===== config.mk =====
export PLATFORM = sky130hd
export DESIGN_NAME = dbc_dual_chopper
export DESIGN_NICKNAME = d
export VERILOG_FILES = /design/src/rtl/dbc_pkg.sv /design/src/rtl/dbc_bridge_chopper.sv /design/src/rtl/dbc_dual_chopper.sv
export SDC_FILE = /design/constraint.sdc
export NUM_CORES = 1
export LEC_CHECK = 0
export BUFFER_PORTS_ARGS = -buffer_cell sky130_fd_sc_hd__buf_2
export CAP_MARGIN = 20
export CORE_ASPECT_RATIO = 1.2
export CORE_MARGIN = 4
export CORE_UTILIZATION = 40
export CTS_CLUSTER_SIZE = 28
export DETAILED_ROUTE_END_ITERATION = 16
export GPL_TIMING_DRIVEN = 0
export SLEW_MARGIN = 20
export SYNTH_ARGS = -nofsm -noshare
export SYNTH_HDL_FRONTEND = slang
export SYNTH_SLANG_ARGS = --single-unit
export TNS_END_PERCENT = 50

===== constraint.sdc =====
create_clock -name clock -period 5.85 [get_ports clock]
set_input_delay 0.8775 -clock clock [delete_from_list [all_inputs] [get_ports clock]]
set_output_delay 0.8775 -clock clock [all_outputs]
set_load 0.01 [all_outputs]

===== src/rtl/dbc_pkg.sv =====
// Purpose: Shared constants and types for the dual bridge off-time chopper.
// Assumes: 20 MHz clock; Wishbone classic register port with 32-bit data.
// Notes:   Times are kept in ns and converted to cycles here.
`default_nettype none
package dbc_pkg;
   localparam int unsigned CLK_PERIOD_NS    = 50;
   localparam int unsigned DEAD_NS          = 1000;
   localparam int unsigned BLANK_NS         = 1000;
   localparam int unsigned MIN_ON_NS        = 1500;
   localparam int unsigned OFF_NS           = 6600;
   localparam int unsigned PUMP_HZ          = 600000;
   localparam int unsigned CLK_HZ           = 20000000;
   // Least times round up to whole cycles.
   localparam int unsigned DEAD_CYC   = (DEAD_NS + CLK_PERIOD_NS - 1) / CLK_PERIOD_NS;
   localparam int unsigned BLANK_CYC  = (BLANK_NS + CLK_PERIOD_NS - 1) / CLK_PERIOD_NS;
   localparam int unsigned MIN_ON_CYC = (MIN_ON_NS + CLK_PERIOD_NS - 1) / CLK_PERIOD_NS;
   localparam int unsigned OFF_CYC    = (OFF_NS + CLK_PERIOD_NS - 1) / CLK_PERIOD_NS;
   // Half period of the pump square wave, rounded down.
   localparam int unsigned PUMP_HALF_CYC = CLK_HZ / (2 * PUMP_HZ);

   localparam int unsigned CNT_W = 16;
   typedef logic [CNT_W-1:0] dbc_cnt_t;

   // Register byte offsets.
   localparam logic [7:0] REG_OFF_TIME   = 8'h00;
   localparam logic [7:0] REG_DEAD_TIME  = 8'h04;
   localparam logic [7:0] REG_BLANK_TIME = 8'h08;
   localparam logic [7:0] REG_MIN_ON     = 8'h0c;
   localparam logic [7:0] REG_STATUS     = 8'h10;

   localparam dbc_cnt_t RST_OFF   = dbc_cnt_t'(OFF_CYC);
   localparam dbc_cnt_t RST_DEAD  = dbc_cnt_t'(DEAD_CYC);
   localparam dbc_cnt_t RST_BLANK = dbc_cnt_t'(BLANK_CYC);
   localparam dbc_cnt_t RST_MINON = dbc_cnt_t'(MIN_ON_CYC);

   // Chopper phase of one bridge.
   typedef enum logic [2:0] {
      CH_IDLE,
      CH_ON,
      CH_DEAD_OFF,
      CH_RECIRC,
      CH_DEAD_ON
   } dbc_chop_e;

   // Programmed timing shared by both bridges.
   typedef struct packed {
      dbc_cnt_t offTime;
      dbc_cnt_t deadTime;
      dbc_cnt_t blankTime;
      dbc_cnt_t minOn;
   } dbc_timing_s;

   // Gate drive of one full bridge: high and low side of legs 1 and 2.
   typedef struct packed {
      logic hi1;
      logic lo1;
      logic hi2;
      logic lo2;
   } dbc_gates_s;

   // Sequencer inputs for one bridge.
   typedef struct packed {
      logic phase;
      logic enable;
   } dbc_seq_s;
endpackage
`default_nettype wire


===== src/rtl/dbc_bridge_chopper.sv =====
// Purpose: Off-time chopper and gate pattern for one full bridge.
// Assumes: Comparator and sequencer inputs are already synchronised.
// Notes:   Gates are registered, chopOff is decoded from the state register; one instance per bridge.
`default_nettype none
module dbc_bridge_chopper
   import dbc_pkg::*;
(
   input  wire logic        clock,      // System clock.
   input  wire logic        rst_n,      // Asynchronous reset, active low.
   input  wire logic        enLine,     // Synchronised enable line level.
   input  wire logic        slowDecay,  // Decay select, high for slow decay.
   input  wire dbc_seq_s    seq,        // Phase and enable of this bridge.
   input  wire logic        overRef,    // Sense above reference.
   input  wire dbc_timing_s timing,     // Programmed cycle counts.
   output var  dbc_gates_s  gates,      // Registered gate drive.
   output var  logic        chopOff     // High while bridge is chopped off.
);
   typedef struct packed {
      dbc_chop_e  st;
      dbc_cnt_t   cnt;
      dbc_cnt_t   onCnt;
      logic       fast;
      dbc_gates_s g;
   } dbc_bst_s;

   dbc_bst_s s_reg;
   dbc_bst_s s_next;

   // Counter step with saturation at the top.
   function automatic dbc_cnt_t incSat(input dbc_cnt_t v);
      return (v == '1) ? v : dbc_cnt_t'(v + 1'b1);
   endfunction

   // Chopper state, timers and gate pattern.
   always_comb begin
      logic dirA;
      logic armed;
      dirA   = seq.phase;
      armed  = 1'b0;
      s_next = s_reg;
      s_next.cnt   = incSat(s_reg.cnt);
      s_next.onCnt = incSat(s_reg.onCnt);
      unique case (s_reg.st)
         CH_IDLE: begin
            s_next.st  = CH_DEAD_ON;
            s_next.cnt = '0;
         end
         CH_ON: begin
            // Comparator ignored in blanking and minimum on time.
            armed = (s_reg.onCnt >= timing.blankTime) && (s_reg.onCnt >= timing.minOn);
            if (armed && overRef) begin
               s_next.st   = CH_DEAD_OFF;
               s_next.cnt  = '0;
               s_next.fast = !slowDecay;
            end
         end
         CH_DEAD_OFF: begin
            // One-shot runs from the trip; dead time first.
            if (s_reg.cnt + 1'b1 >= timing.deadTime) begin
               s_next.st = CH_RECIRC;
            end
         end
         CH_RECIRC: begin
            if (s_reg.cnt + 1'b1 >= timing.offTime) begin
               s_next.st  = CH_DEAD_ON;
               s_next.cnt = '0;
            end
         end
         CH_DEAD_ON: begin
            // Turn-on only after a further dead interval.
            if (s_reg.cnt + 1'b1 >= timing.deadTime) begin
               s_next.st    = CH_ON;
               s_next.onCnt = '0;
            end
         end
      endcase
      // Gate pattern from chopper state and sequencer.
      s_next.g = '0;
      if (seq.enable) begin
         unique case (s_next.st)
            CH_ON: begin
               s_next.g.hi1 = dirA;
               s_next.g.lo2 = dirA;
               s_next.g.hi2 = !dirA;
               s_next.g.lo1 = !dirA;
            end
            CH_DEAD_OFF: begin
               // Fast decay drops both; slow keeps the high side.
               if (!s_next.fast) begin
                  s_next.g.hi1 = dirA;
                  s_next.g.hi2 = !dirA;
               end
            end
            CH_RECIRC: begin
               if (s_next.fast) begin
                  // Only the low side beside the diode conducts.
                  s_next.g.lo1 = dirA;
                  s_next.g.lo2 = !dirA;
               end else begin
                  // Both high sides for synchronous rectification.
                  s_next.g.hi1 = 1'b1;
                  s_next.g.hi2 = 1'b1;
               end
            end
            CH_DEAD_ON: begin
               if (!s_next.fast) begin
                  s_next.g.hi1 = dirA;
                  s_next.g.hi2 = !dirA;
               end
            end
            default: begin
               s_next.g = '0;
            end
         endcase
      end
      // Low enable line holds all off and restarts the chopper.
      if (!enLine) begin
         s_next.st    = CH_IDLE;
         s_next.cnt   = '0;
         s_next.onCnt = '0;
         s_next.fast  = 1'b0;
         s_next.g     = '0;
      end
   end

   // State register.
   always_ff @(posedge clock or negedge rst_n) begin
      if (!rst_n) begin
         s_reg <= '{st: CH_IDLE, cnt: '0, onCnt: '0, fast: 1'b0, g: '0};
      end else begin
         s_reg <= s_next;
      end
   end

   assign gates   = s_reg.g;
   assign chopOff = (s_reg.st == CH_DEAD_OFF) || (s_reg.st == CH_RECIRC);
endmodule
`default_nettype wire


===== src/rtl/dbc_dual_chopper.sv =====
// Purpose: Dual bridge constant off-time current chopper with pump drive.
// Assumes: 20 MHz clock; Wishbone classic slave for timing registers.
// Notes:   Enable line is wired low; this block drives it open drain.
//
// Functional notes
// - Two independent choppers, sharing only timing, decay select and enable line.
// - Dead interval between leg transistor switching.
// - Comparator above reference fires the one-shot.
// - Off for one-shot time, then back on.
// - Effective off period adds dead interval.
// - Blanking window ignores comparator after turn-on.
// - Minimum on period before next chop.
// - Decay low: fast decay, both off.
// - Decay high: slow decay, low side off.
// - Fast decay recirculates via low side only.
// - Fast decay turn-on after dead interval.
// - Slow decay: opposite high side rectifies.
// - Slow decay low side returns after dead.
// - Pattern combines chopper with sequencer signals.
// - Enable line is wired low, open drain.
// - Free-running pump drive square wave.
// - Sequencer gives phase and enable per bridge.
// - Fault pulls enable line low.
//
// Our own choices: the placing of the registers and the Wishbone interface to the registers.
`default_nettype none
module dbc_dual_chopper
   import dbc_pkg::*;
(
   input  wire logic        clock,          // System clock, 20 MHz.
   input  wire logic        rst_n,          // Asynchronous reset, active low.
   input  wire logic [7:0]  wb_adr_i,       // Wishbone byte address.
   input  wire logic [31:0] wb_dat_i,       // Wishbone write data.
   output var  logic [31:0] wb_dat_o,       // Wishbone read data.
   input  wire logic        wb_we_i,        // Wishbone write enable.
   input  wire logic [3:0]  wb_sel_i,       // Wishbone byte selects.
   input  wire logic        wb_cyc_i,       // Wishbone cycle.
   input  wire logic        wb_stb_i,       // Wishbone strobe.
   output var  logic        wb_ack_o,       // Wishbone acknowledge.
   input  wire logic        enLine_i,       // Enable line level from pin.
   output var  logic        enLine_o,       // Enable line drive value, low.
   output var  logic        enLine_oe_n,    // Enable line pull-down, low drives.
   input  wire logic        faultOver,      // High-side overcurrent fault.
   input  wire logic        decaySel,       // Decay select, high slow.
   input  wire dbc_seq_s    seqA,           // Sequencer phase and enable, bridge A.
   input  wire dbc_seq_s    seqB,           // Sequencer phase and enable, bridge B.
   input  wire logic        overRefA,       // Sense A above reference.
   input  wire logic        overRefB,       // Sense B above reference.
   output var  dbc_gates_s  gatesA,         // Gate drive bridge A.
   output var  dbc_gates_s  gatesB,         // Gate drive bridge B.
   output var  logic        pump_drive_out  // Charge pump square wave.
);
   // Register map, 16-bit fields.

   // 0x00: off time from trip.

   // 0x04: dead interval.

   // 0x08: blanking window.

   // 0x0c: minimum on period.

   // 0x10: read-only status.

   // Status bit 9: fault pull-down.

   // Status bit 8: line level.

   // Bits 7:4: bridge A gates.

   // Bits 3:0: bridge B gates.

   // Unmapped reads give zero.

   // Ack comes one cycle late.

   // Ack and data stand one cycle.

   // Held strobes ack every other cycle.

   // Pins pass two flip-flops.

   // Faults cut gates in six edges.

   // Timing writes act at once.

   // Program with the line held low.

   // A dead time under two cycles is unsafe.

   // Width of the pin bundle.
   localparam int unsigned SYNC_W = 9;

   typedef struct packed {
      logic [SYNC_W-1:0] sync1;
      logic [SYNC_W-1:0] sync2;
      dbc_timing_s       timing;
      logic [31:0]       rdData;
      logic              ack;
      logic              pullLow;
      dbc_cnt_t          pumpCnt;
      logic              pump;
   } dbc_top_s;

   // Registered state and its next value.
   dbc_top_s   s_reg;
   dbc_top_s   s_next;

   // Raw pin bundle.
   logic [SYNC_W-1:0] rawIn;

   // Synchronised control levels.
   logic       enSync;
   logic       decSync;
   logic       faultSync;

   // Synchronised sequencer inputs.
   dbc_seq_s   seqASync;
   dbc_seq_s   seqBSync;

   // Synchronised comparators.
   logic       cmpASync;
   logic       cmpBSync;

   // Chopper results.
   dbc_gates_s gatesANext;
   dbc_gates_s gatesBNext;
   logic       chopA;
   logic       chopB;

   // Byte-lane merge for register writes.
   function automatic dbc_cnt_t laneWrite(input dbc_cnt_t old, input logic [31:0] d,
                                          input logic [3:0] sel);
      dbc_cnt_t r;
      r = old;
      // Lanes 2 and 3 have no storage.
      if (sel[0]) begin
         r[7:0] = d[7:0];
      end

      if (sel[1]) begin
         r[15:8] = d[15:8];
      end
      return r;
   endfunction

   // Pin inputs, each passed through two flip-flops.
   assign rawIn     = {enLine_i, decaySel, faultOver, seqA, seqB, overRefA, overRefB};

   // Only the second stage is read.
   assign enSync    = s_reg.sync2[8];

   assign decSync   = s_reg.sync2[7];

   assign faultSync = s_reg.sync2[6];

   assign seqASync  = s_reg.sync2[5:4];

   assign seqBSync  = s_reg.sync2[3:2];

   assign cmpASync  = s_reg.sync2[1];

   assign cmpBSync  = s_reg.sync2[0];

   // Synchronisers, register port, fault pull-down and pump divider.
   always_comb begin
      logic access;
      access = wb_cyc_i && wb_stb_i && !s_reg.ack;
      s_next = s_reg;

      // Two stage synchroniser shift.
      s_next.sync1 = rawIn;
      s_next.sync2 = s_reg.sync1;

      // Ack pulses after a request.
      s_next.ack   = access;

      // Read data is zero when idle.
      s_next.rdData = '0;

      // Timing registers steer both choppers.
      if (access) begin
         unique case (wb_adr_i)
            // Off time field.
            REG_OFF_TIME: begin
               s_next.rdData = 32'(s_reg.timing.offTime);
               if (wb_we_i) begin
                  s_next.timing.offTime = laneWrite(s_reg.timing.offTime, wb_dat_i, wb_sel_i);
               end
            end

            // Dead interval field.
            REG_DEAD_TIME: begin
               s_next.rdData = 32'(s_reg.timing.deadTime);
               if (wb_we_i) begin
                  s_next.timing.deadTime = laneWrite(s_reg.timing.deadTime, wb_dat_i, wb_sel_i);
               end
            end

            // Blanking field.
            REG_BLANK_TIME: begin
               s_next.rdData = 32'(s_reg.timing.blankTime);
               if (wb_we_i) begin
                  s_next.timing.blankTime = laneWrite(s_reg.timing.blankTime, wb_dat_i,
                                                      wb_sel_i);
               end
            end

            // Minimum on field.
            REG_MIN_ON: begin
               s_next.rdData = 32'(s_reg.timing.minOn);
               if (wb_we_i) begin
                  s_next.timing.minOn = laneWrite(s_reg.timing.minOn, wb_dat_i, wb_sel_i);
               end
            end

            // Status word, read only.
            REG_STATUS: begin
               s_next.rdData = {22'h000000, s_reg.pullLow, enSync, gatesA, gatesB};
            end

            // Unmapped offsets.
            default: begin
               s_next.rdData = '0;
            end
         endcase
      end

      // Fault holds the open-drain pull-down while present.
      // The fault's duration sets the low time; the pull-down lets go the cycle after it clears.
      s_next.pullLow = faultSync;

      // Free-running pump divider.
      // Half period rounds down, so it runs fast.
      if (s_reg.pumpCnt + 1'b1 >= dbc_cnt_t'(PUMP_HALF_CYC)) begin
         s_next.pumpCnt = '0;
         s_next.pump    = !s_reg.pump;
      end else begin
         s_next.pumpCnt = dbc_cnt_t'(s_reg.pumpCnt + 1'b1);
      end
   end

   // State register and output registers.
   always_ff @(posedge clock or negedge rst_n) begin
      if (!rst_n) begin
         s_reg <= '{sync1: '0, sync2: '0,
                    timing: '{offTime: RST_OFF, deadTime: RST_DEAD,
                              blankTime: RST_BLANK, minOn: RST_MINON},
                    rdData: '0, ack: 1'b0, pullLow: 1'b0, pumpCnt: '0, pump: 1'b0};
      end else begin
         s_reg <= s_next;
      end
   end

   // One chopper per bridge, no shared state.
   // Shared timing, private counters.
   // The chopOff flags are spare taps.
   dbc_bridge_chopper u_chopA (
      .clock     (clock),
      .rst_n     (rst_n),
      .enLine    (enSync),
      .slowDecay (decSync),
      .seq       (seqASync),
      .overRef   (cmpASync),
      .timing    (s_reg.timing),
      .gates     (gatesANext),
      .chopOff   (chopA)
   );

   // Bridge B has its own inputs.
   dbc_bridge_chopper u_chopB (
      .clock     (clock),
      .rst_n     (rst_n),
      .enLine    (enSync),
      .slowDecay (decSync),
      .seq       (seqBSync),
      .overRef   (cmpBSync),
      .timing    (s_reg.timing),
      .gates     (gatesBNext),
      .chopOff   (chopB)
   );

   // Chopper timeline per bridge.

   // Reset or a low line leaves it idle.

   // Idle lasts one cycle, then one dead interval.

   // Then the bridge turns on.

   // Blanking masks the comparator.

   // Minimum on time masks it too.

   // A trip starts the off time.

   // Fast decay opens with all gates low.

   // Slow decay keeps the high side on.

   // Recirculation fills the rest.

   // Fast decay rectifies on one low side.

   // Slow decay uses both high sides.

   // Then a dead interval again.

   // Off time plus dead interval
   // gives the whole off period.

   // Sequencer enable low: all off.

   // Phase picks the diagonal.

   // A low line resets all state.

   // The pump runs through faults.

   // Counters saturate, never wrap.

   // Settings apply next cycle.

   // Writes never stall the choppers.

   // Gates change only on edges.

   // Legs never conduct together.

   // A new trip needs a new on period.

   // Outputs straight from flip-flops, but enLine_oe_n is an inverted flip-flop and enLine_o a constant.

   // Gates are registered per chopper.

   // The enable drive is a constant low.
   assign gatesA         = gatesANext;
   assign gatesB         = gatesBNext;
   assign wb_dat_o       = s_reg.rdData;
   assign wb_ack_o       = s_reg.ack;
   assign pump_drive_out = s_reg.pump;
   assign enLine_o       = 1'b0;
   assign enLine_oe_n    = !s_reg.pullLow;
endmodule
`default_nettype wire


# Word-level counts from Yosys, hierarchy flattened
# Index checks and enable logic that the tools add are counted.
[op_classes]
n_reduce_logical = 25
n_lt_le_gt_ge = 9
muxes = 49
n_eq_ne = 24
add_sub_neg = 5
[ops]
columns = ["cell", "n"]
rows = [
  ["2-to-1 mux 16 bit", 9],
  [">= comparator 16 bit", 8],
  ["one-hot mux 16 bit (3 select lines)", 2],
  ["adder 16 x 1 -> 16 bit, second input constant", 5],
  ["2-to-1 mux 40 bit", 2],
  ["one-hot mux 16 bit (5 select lines)", 1],
  ["2-to-1 mux 19 bit", 4],
  ["== test 16 bit, second input constant", 4],
  ["2-to-1 mux 32 bit", 1],
  ["AND reduction 4 bit", 8],
  ["one-hot mux 3 bit (5 select lines)", 2],
  ["== test 3 x 2 -> 1 bit, second input constant", 8],
  ["== test 8 x 4 -> 1 bit, second input constant", 2],
  [">= comparator 16 x 5 -> 1 bit, second input constant", 1],
  ["2-to-1 mux 1 bit", 14],
  ["== test 3 x 1 -> 1 bit, second input constant", 4],
  ["== test 3 bit, second input constant", 4],
  ["2-to-1 mux 3 bit", 4],
  ["one-hot mux 1 bit (3 select lines)", 4],
  ["== test 8 x 3 -> 1 bit, second input constant", 1],
  ["== test 8 x 5 -> 1 bit, second input constant", 1],
  ["logical NOT 8 bit", 1],
  ["2-to-1 mux 4 bit", 2],
  ["one-hot mux 1 bit (2 select lines)", 4],
  ["4 further kinds", 16],
]
[word_totals]
elab_cells = 143
in_bits = 58
reg_bits = 213

# Depth between registers and ports, before layout
[logic_depth]
ltp_word = 10
ltp_mapped = 18

# Modules after synthesis
# Synthesis repeated with hierarchy kept, for this count alone.
[unflattened]
hier_cells = 1234
area_unflattened_um2 = 12226.7
[by_module_without_submodules]
columns = ["module", "seq_area_each_um2", "instances", "cells_per_inst", "area_per_inst_um2"]
rows = [
  ["dbc_dual_chopper", 2940.3, 1, 357, 4888.4],
  ["dbc_bridge_chopper (u_chopA)", 1001.0, 1, 438, 3713.6],
  ["dbc_bridge_chopper (u_chopB)", 1001.0, 1, 439, 3624.7],
]

# Worst setup path before layout
# No wires, ideal clock.
[synth_path]
path_type = "flip-flop to flip-flop"
from = "register u_chopB.s_reg[21] (netlist name)"
to = "register u_chopB.s_reg (netlist bit u_chopB.gates[0])"
synth_period_minus_slack_ps = 3290
required_ps = 5777
arrival_ps = 3217
path_slack_ps = 2560
n_path_buf = 0
path_stages_with_launch = 16
path_cell_list = "dfrtp_1 > nand2_1 > or4_1 > nor2_1 > and3_1 > xnor2_1 > inv_1 > ha_1 > nand4_1 > nor3_1 > or3_1 > a31oi_1 > nand2b_1 > o32ai_2 > or3b_1 > a21oi_2"
[synth_rtl]
columns = ["element", "line", "source"]
rows = [
  ["start, declared", "dbc_bridge_chopper.sv:26", "dbc_bst_s s_reg;"],
  ["start signal, assigned", "dbc_bridge_chopper.sv:129", "s_reg <= '{st: CH_IDLE, cnt: '0, onCnt: '0, fast: 1'b0, g: '0};"],
  ["start signal, assigned", "dbc_bridge_chopper.sv:131", "s_reg <= s_next;"],
]

==> flow_summary.toml <==
[floorplanning]
fp.dieArea_um2 = 32600
core-area_um2 = 29100
die_w_um = 166
ios = 102
die_h_um = 197
initial_utilization_pct = 40.9
rows = 68

[logic_synthesis]
synth_area_leaders = "dfrtp_1 (39%), ha_1 (14%), nand2_1 (3.4%)"
synth_top_area_share_pct = 39.3
postSynth.asyncResetShare_pct = 100
syn-cell-area_um2 = 11900
synth_ff_type = "dfrtp_1"
synth_warnings = 0
synth_cell_type_count = 78
yosys-top-cells-count = "dfrtp_1 (187), ha_1 (134), nand2_1 (108)"
yosysMostFrequentCell = "dfrtp_1"
synth.largest_area_cell = "dfrtp_1"
avgSynthCellArea_um2 = 9.83
synth_seq_cells = 197
synth-edff-count = 0
yosysSeqAreaShare_pct = 41.5
syn_inst = 1212

[placement]
place_ws_ps = 1730
gp_congestion = 0.848
place_inst = 1693
io_buffers = 66
hpwl_um = 24300

[sta]
relSlewSlack_pct = 35.2
max_freq_ghz = 0.238
hold-worst-slack_ps = 343
skew_ps = 12.3
final_hold_viol_count = 0
rsz0062_at_grt = "false"
min_period_over_period_pct = 71.7
finalSetupTns_ps = 0
worst_pin_slew_ps = 961
drv_slew = 0
fin_ws_ps = 1660
post-route-min-period_ps = 4190
setup_viol = 0

[layout]
fin_nets = 1519
layout.cells.non_filler = 1725
multi_input_area_um2 = 6270
fillers = 2823
antennaDiodeCount = 0
drive_gt1_share_pct = 17.5
largest_register_ffs = 85
seq_area_um2 = 4940
utilization_pct = 46.4
areaGrowthSynthToFinish_pct = 13.4

[routing]
vias_per_cell = 5.23
first_pass_iters = 5
detail-route-antenna-nets = 0
drt-wirelength-per-cell_um = 17.4
wl_um = 30100
drt_iter0_markers = 477
route.detailed.drc = 0
num_vias = 9025

[clock_tree]
cts_root_buf = "clkbuf_16"
cts_hold_buf = 0
htree_levels = 4
clock_latency_ps = 450
post_cts_buffers = 0
cts_tree = "built"
path_clk_slew_ps = 70
cts_buffers = 17
cts_buffer_depth = 2
clock-sinks = 197
cts_resized = 0

[critical_path]
cp-end-kind = "flop"
worstSetupPathType = "reg -> reg"
cp-start-kind = "flop"
r2r_slack_ps = 1660
crit_arrival_ps = 4510
cp_max_fo = 10
cp_data_required_time_ps = 6160

[global_route]
grt-ovfl-total = 0
grt_pass1_vias = 9077
track_usage_pct = 19.1
antenna_found_initial = 0
grt_pass1_wl_um = 48400
grt_max_degree = 90

[worst_hold_path]
hp-class = "in -> async"

[status]
outcome = "finished, final reports clean"

[job]
drv_cap = 0

[power]
ir_drop_mv = 0.164
leakagePower_nw = 6.80
power_density_nw_per_um2 = 209
stage by stage:
step,instance area [um^2],total power [mW]
4_1_cts,13500,2.85
5_1_grt,13500,2.93
3_3_place_gp,12800,1.60
3_5_place_dp,12900,1.61
6_report,13500,2.82
2_1_floorplan,12000,1.52
power by group:
part	total [mW]	internal [mW]	leakage, nW	switching (mW)
clock	1.23	0.653	0.300	0.580
sequential	1.40	1.38	2.49	0.0187
combinational	0.181	0.0636	4.01	0.117
final cells by class:
class / count / share of cell area [%]
multi-input combinational: 880 / 46.5
sequential: 197 / 36.6
tap: 385 / 3.57
buffer: 69 / 3.30
clock buffer: 17 / 3.15
timing repair buffer: 68 / 2.93
inverter: 94 / 2.61
clock inverter: 15 / 1.36
kinds of logic (layout without fill, tap and decap cells):
logic type | after synthesis | after routing | share of synthesized area (%)
adder cells (fa/ha/maj) | 134 | 134 | 14.1
multiplexers | 41 | 41 | 3.95
flip-flops | 197 | 197 | 41.5
buffers and inverters | 163 | 263 | 6.70
AO/OA/AOI/OAI | 240 | 240 | 13.4
other | 1 | 29 | 0.0315
AND/OR/NAND/NOR | 381 | 381 | 16.3
XOR/XNOR | 55 | 55 | 4.04
per-layer routing:
| layer | routed length, um | track usage [%] |
|---|---|---|
| met2 | 15400 | 33.8 |
| met3 | 856 | 3.03 |
| met5 | 0 | 0 |
| met4 | 932 | 7.06 |
| met1 | 12900 | 23.3 |
cell usage in the layout (no fill, tap or decap), types with 5 or more instances in the layout:
cell type,count
dfrtp_1,187
ha_1,134
nand2_1,108
nor2_1,99
inv_1,93
buf_2,78
o21ai_0,64
a21oi_1,57
nand3_1,43
buf_4,41
mux2_2,35
xor2_1,32
conb_1,29
nand4_1,28
xnor2_1,23
and3_1,21
clkbuf_16,17
a22o_1,16
nor3_1,14
a21o_1,14
nand2b_1,13
clkbuf_1,13
a211oi_1,12
a222oi_1,10
dfstp_2,10
and4_1,9
o21ai_1,9
nor2_4,9
o211ai_1,8
nor4_1,6
a22oi_1,6
inv_8,6
a31oi_1,5
worst paths after layout:
kind | to | cells past startpoint | startpoint
worst max-delay path | u_chopB.s_reg[30]$_DFF_PN0_ | 15 | u_chopB.s_reg[21]$_DFF_PN0_
worst min-delay path | s_next[117]$_DFF_PN0_ | 1 | rst_n
worst max register to register | u_chopB.s_reg[30]$_DFF_PN0_ | 15 | u_chopB.s_reg[21]$_DFF_PN0_
worst min register to register | s_reg[118]$_DFF_PN0_ | 0 | s_next[118]$_DFF_PN0_
max in group asynchronous | s_reg[110]$_DFFE_PN0P_ | 2 | rst_n
min in group clock | s_reg[118]$_DFF_PN0_ | 0 | s_next[118]$_DFF_PN0_
critical path, cell delays in order (launching register included):
cell       delay (ps)
dfrtp_1           480
nand2_1           110
or4_1             600
nor2_1            200
and3_1            190
xnor2_1           160
inv_1             120
ha_1              310
nand4_1           150
nor3_1            260
a31oi_1           200
nand2b_1          220
a21boi_1          240
a2bb2oi_2         440
buf_2             320
a21oi_1            70
Power figures use the tool's default switching activity.
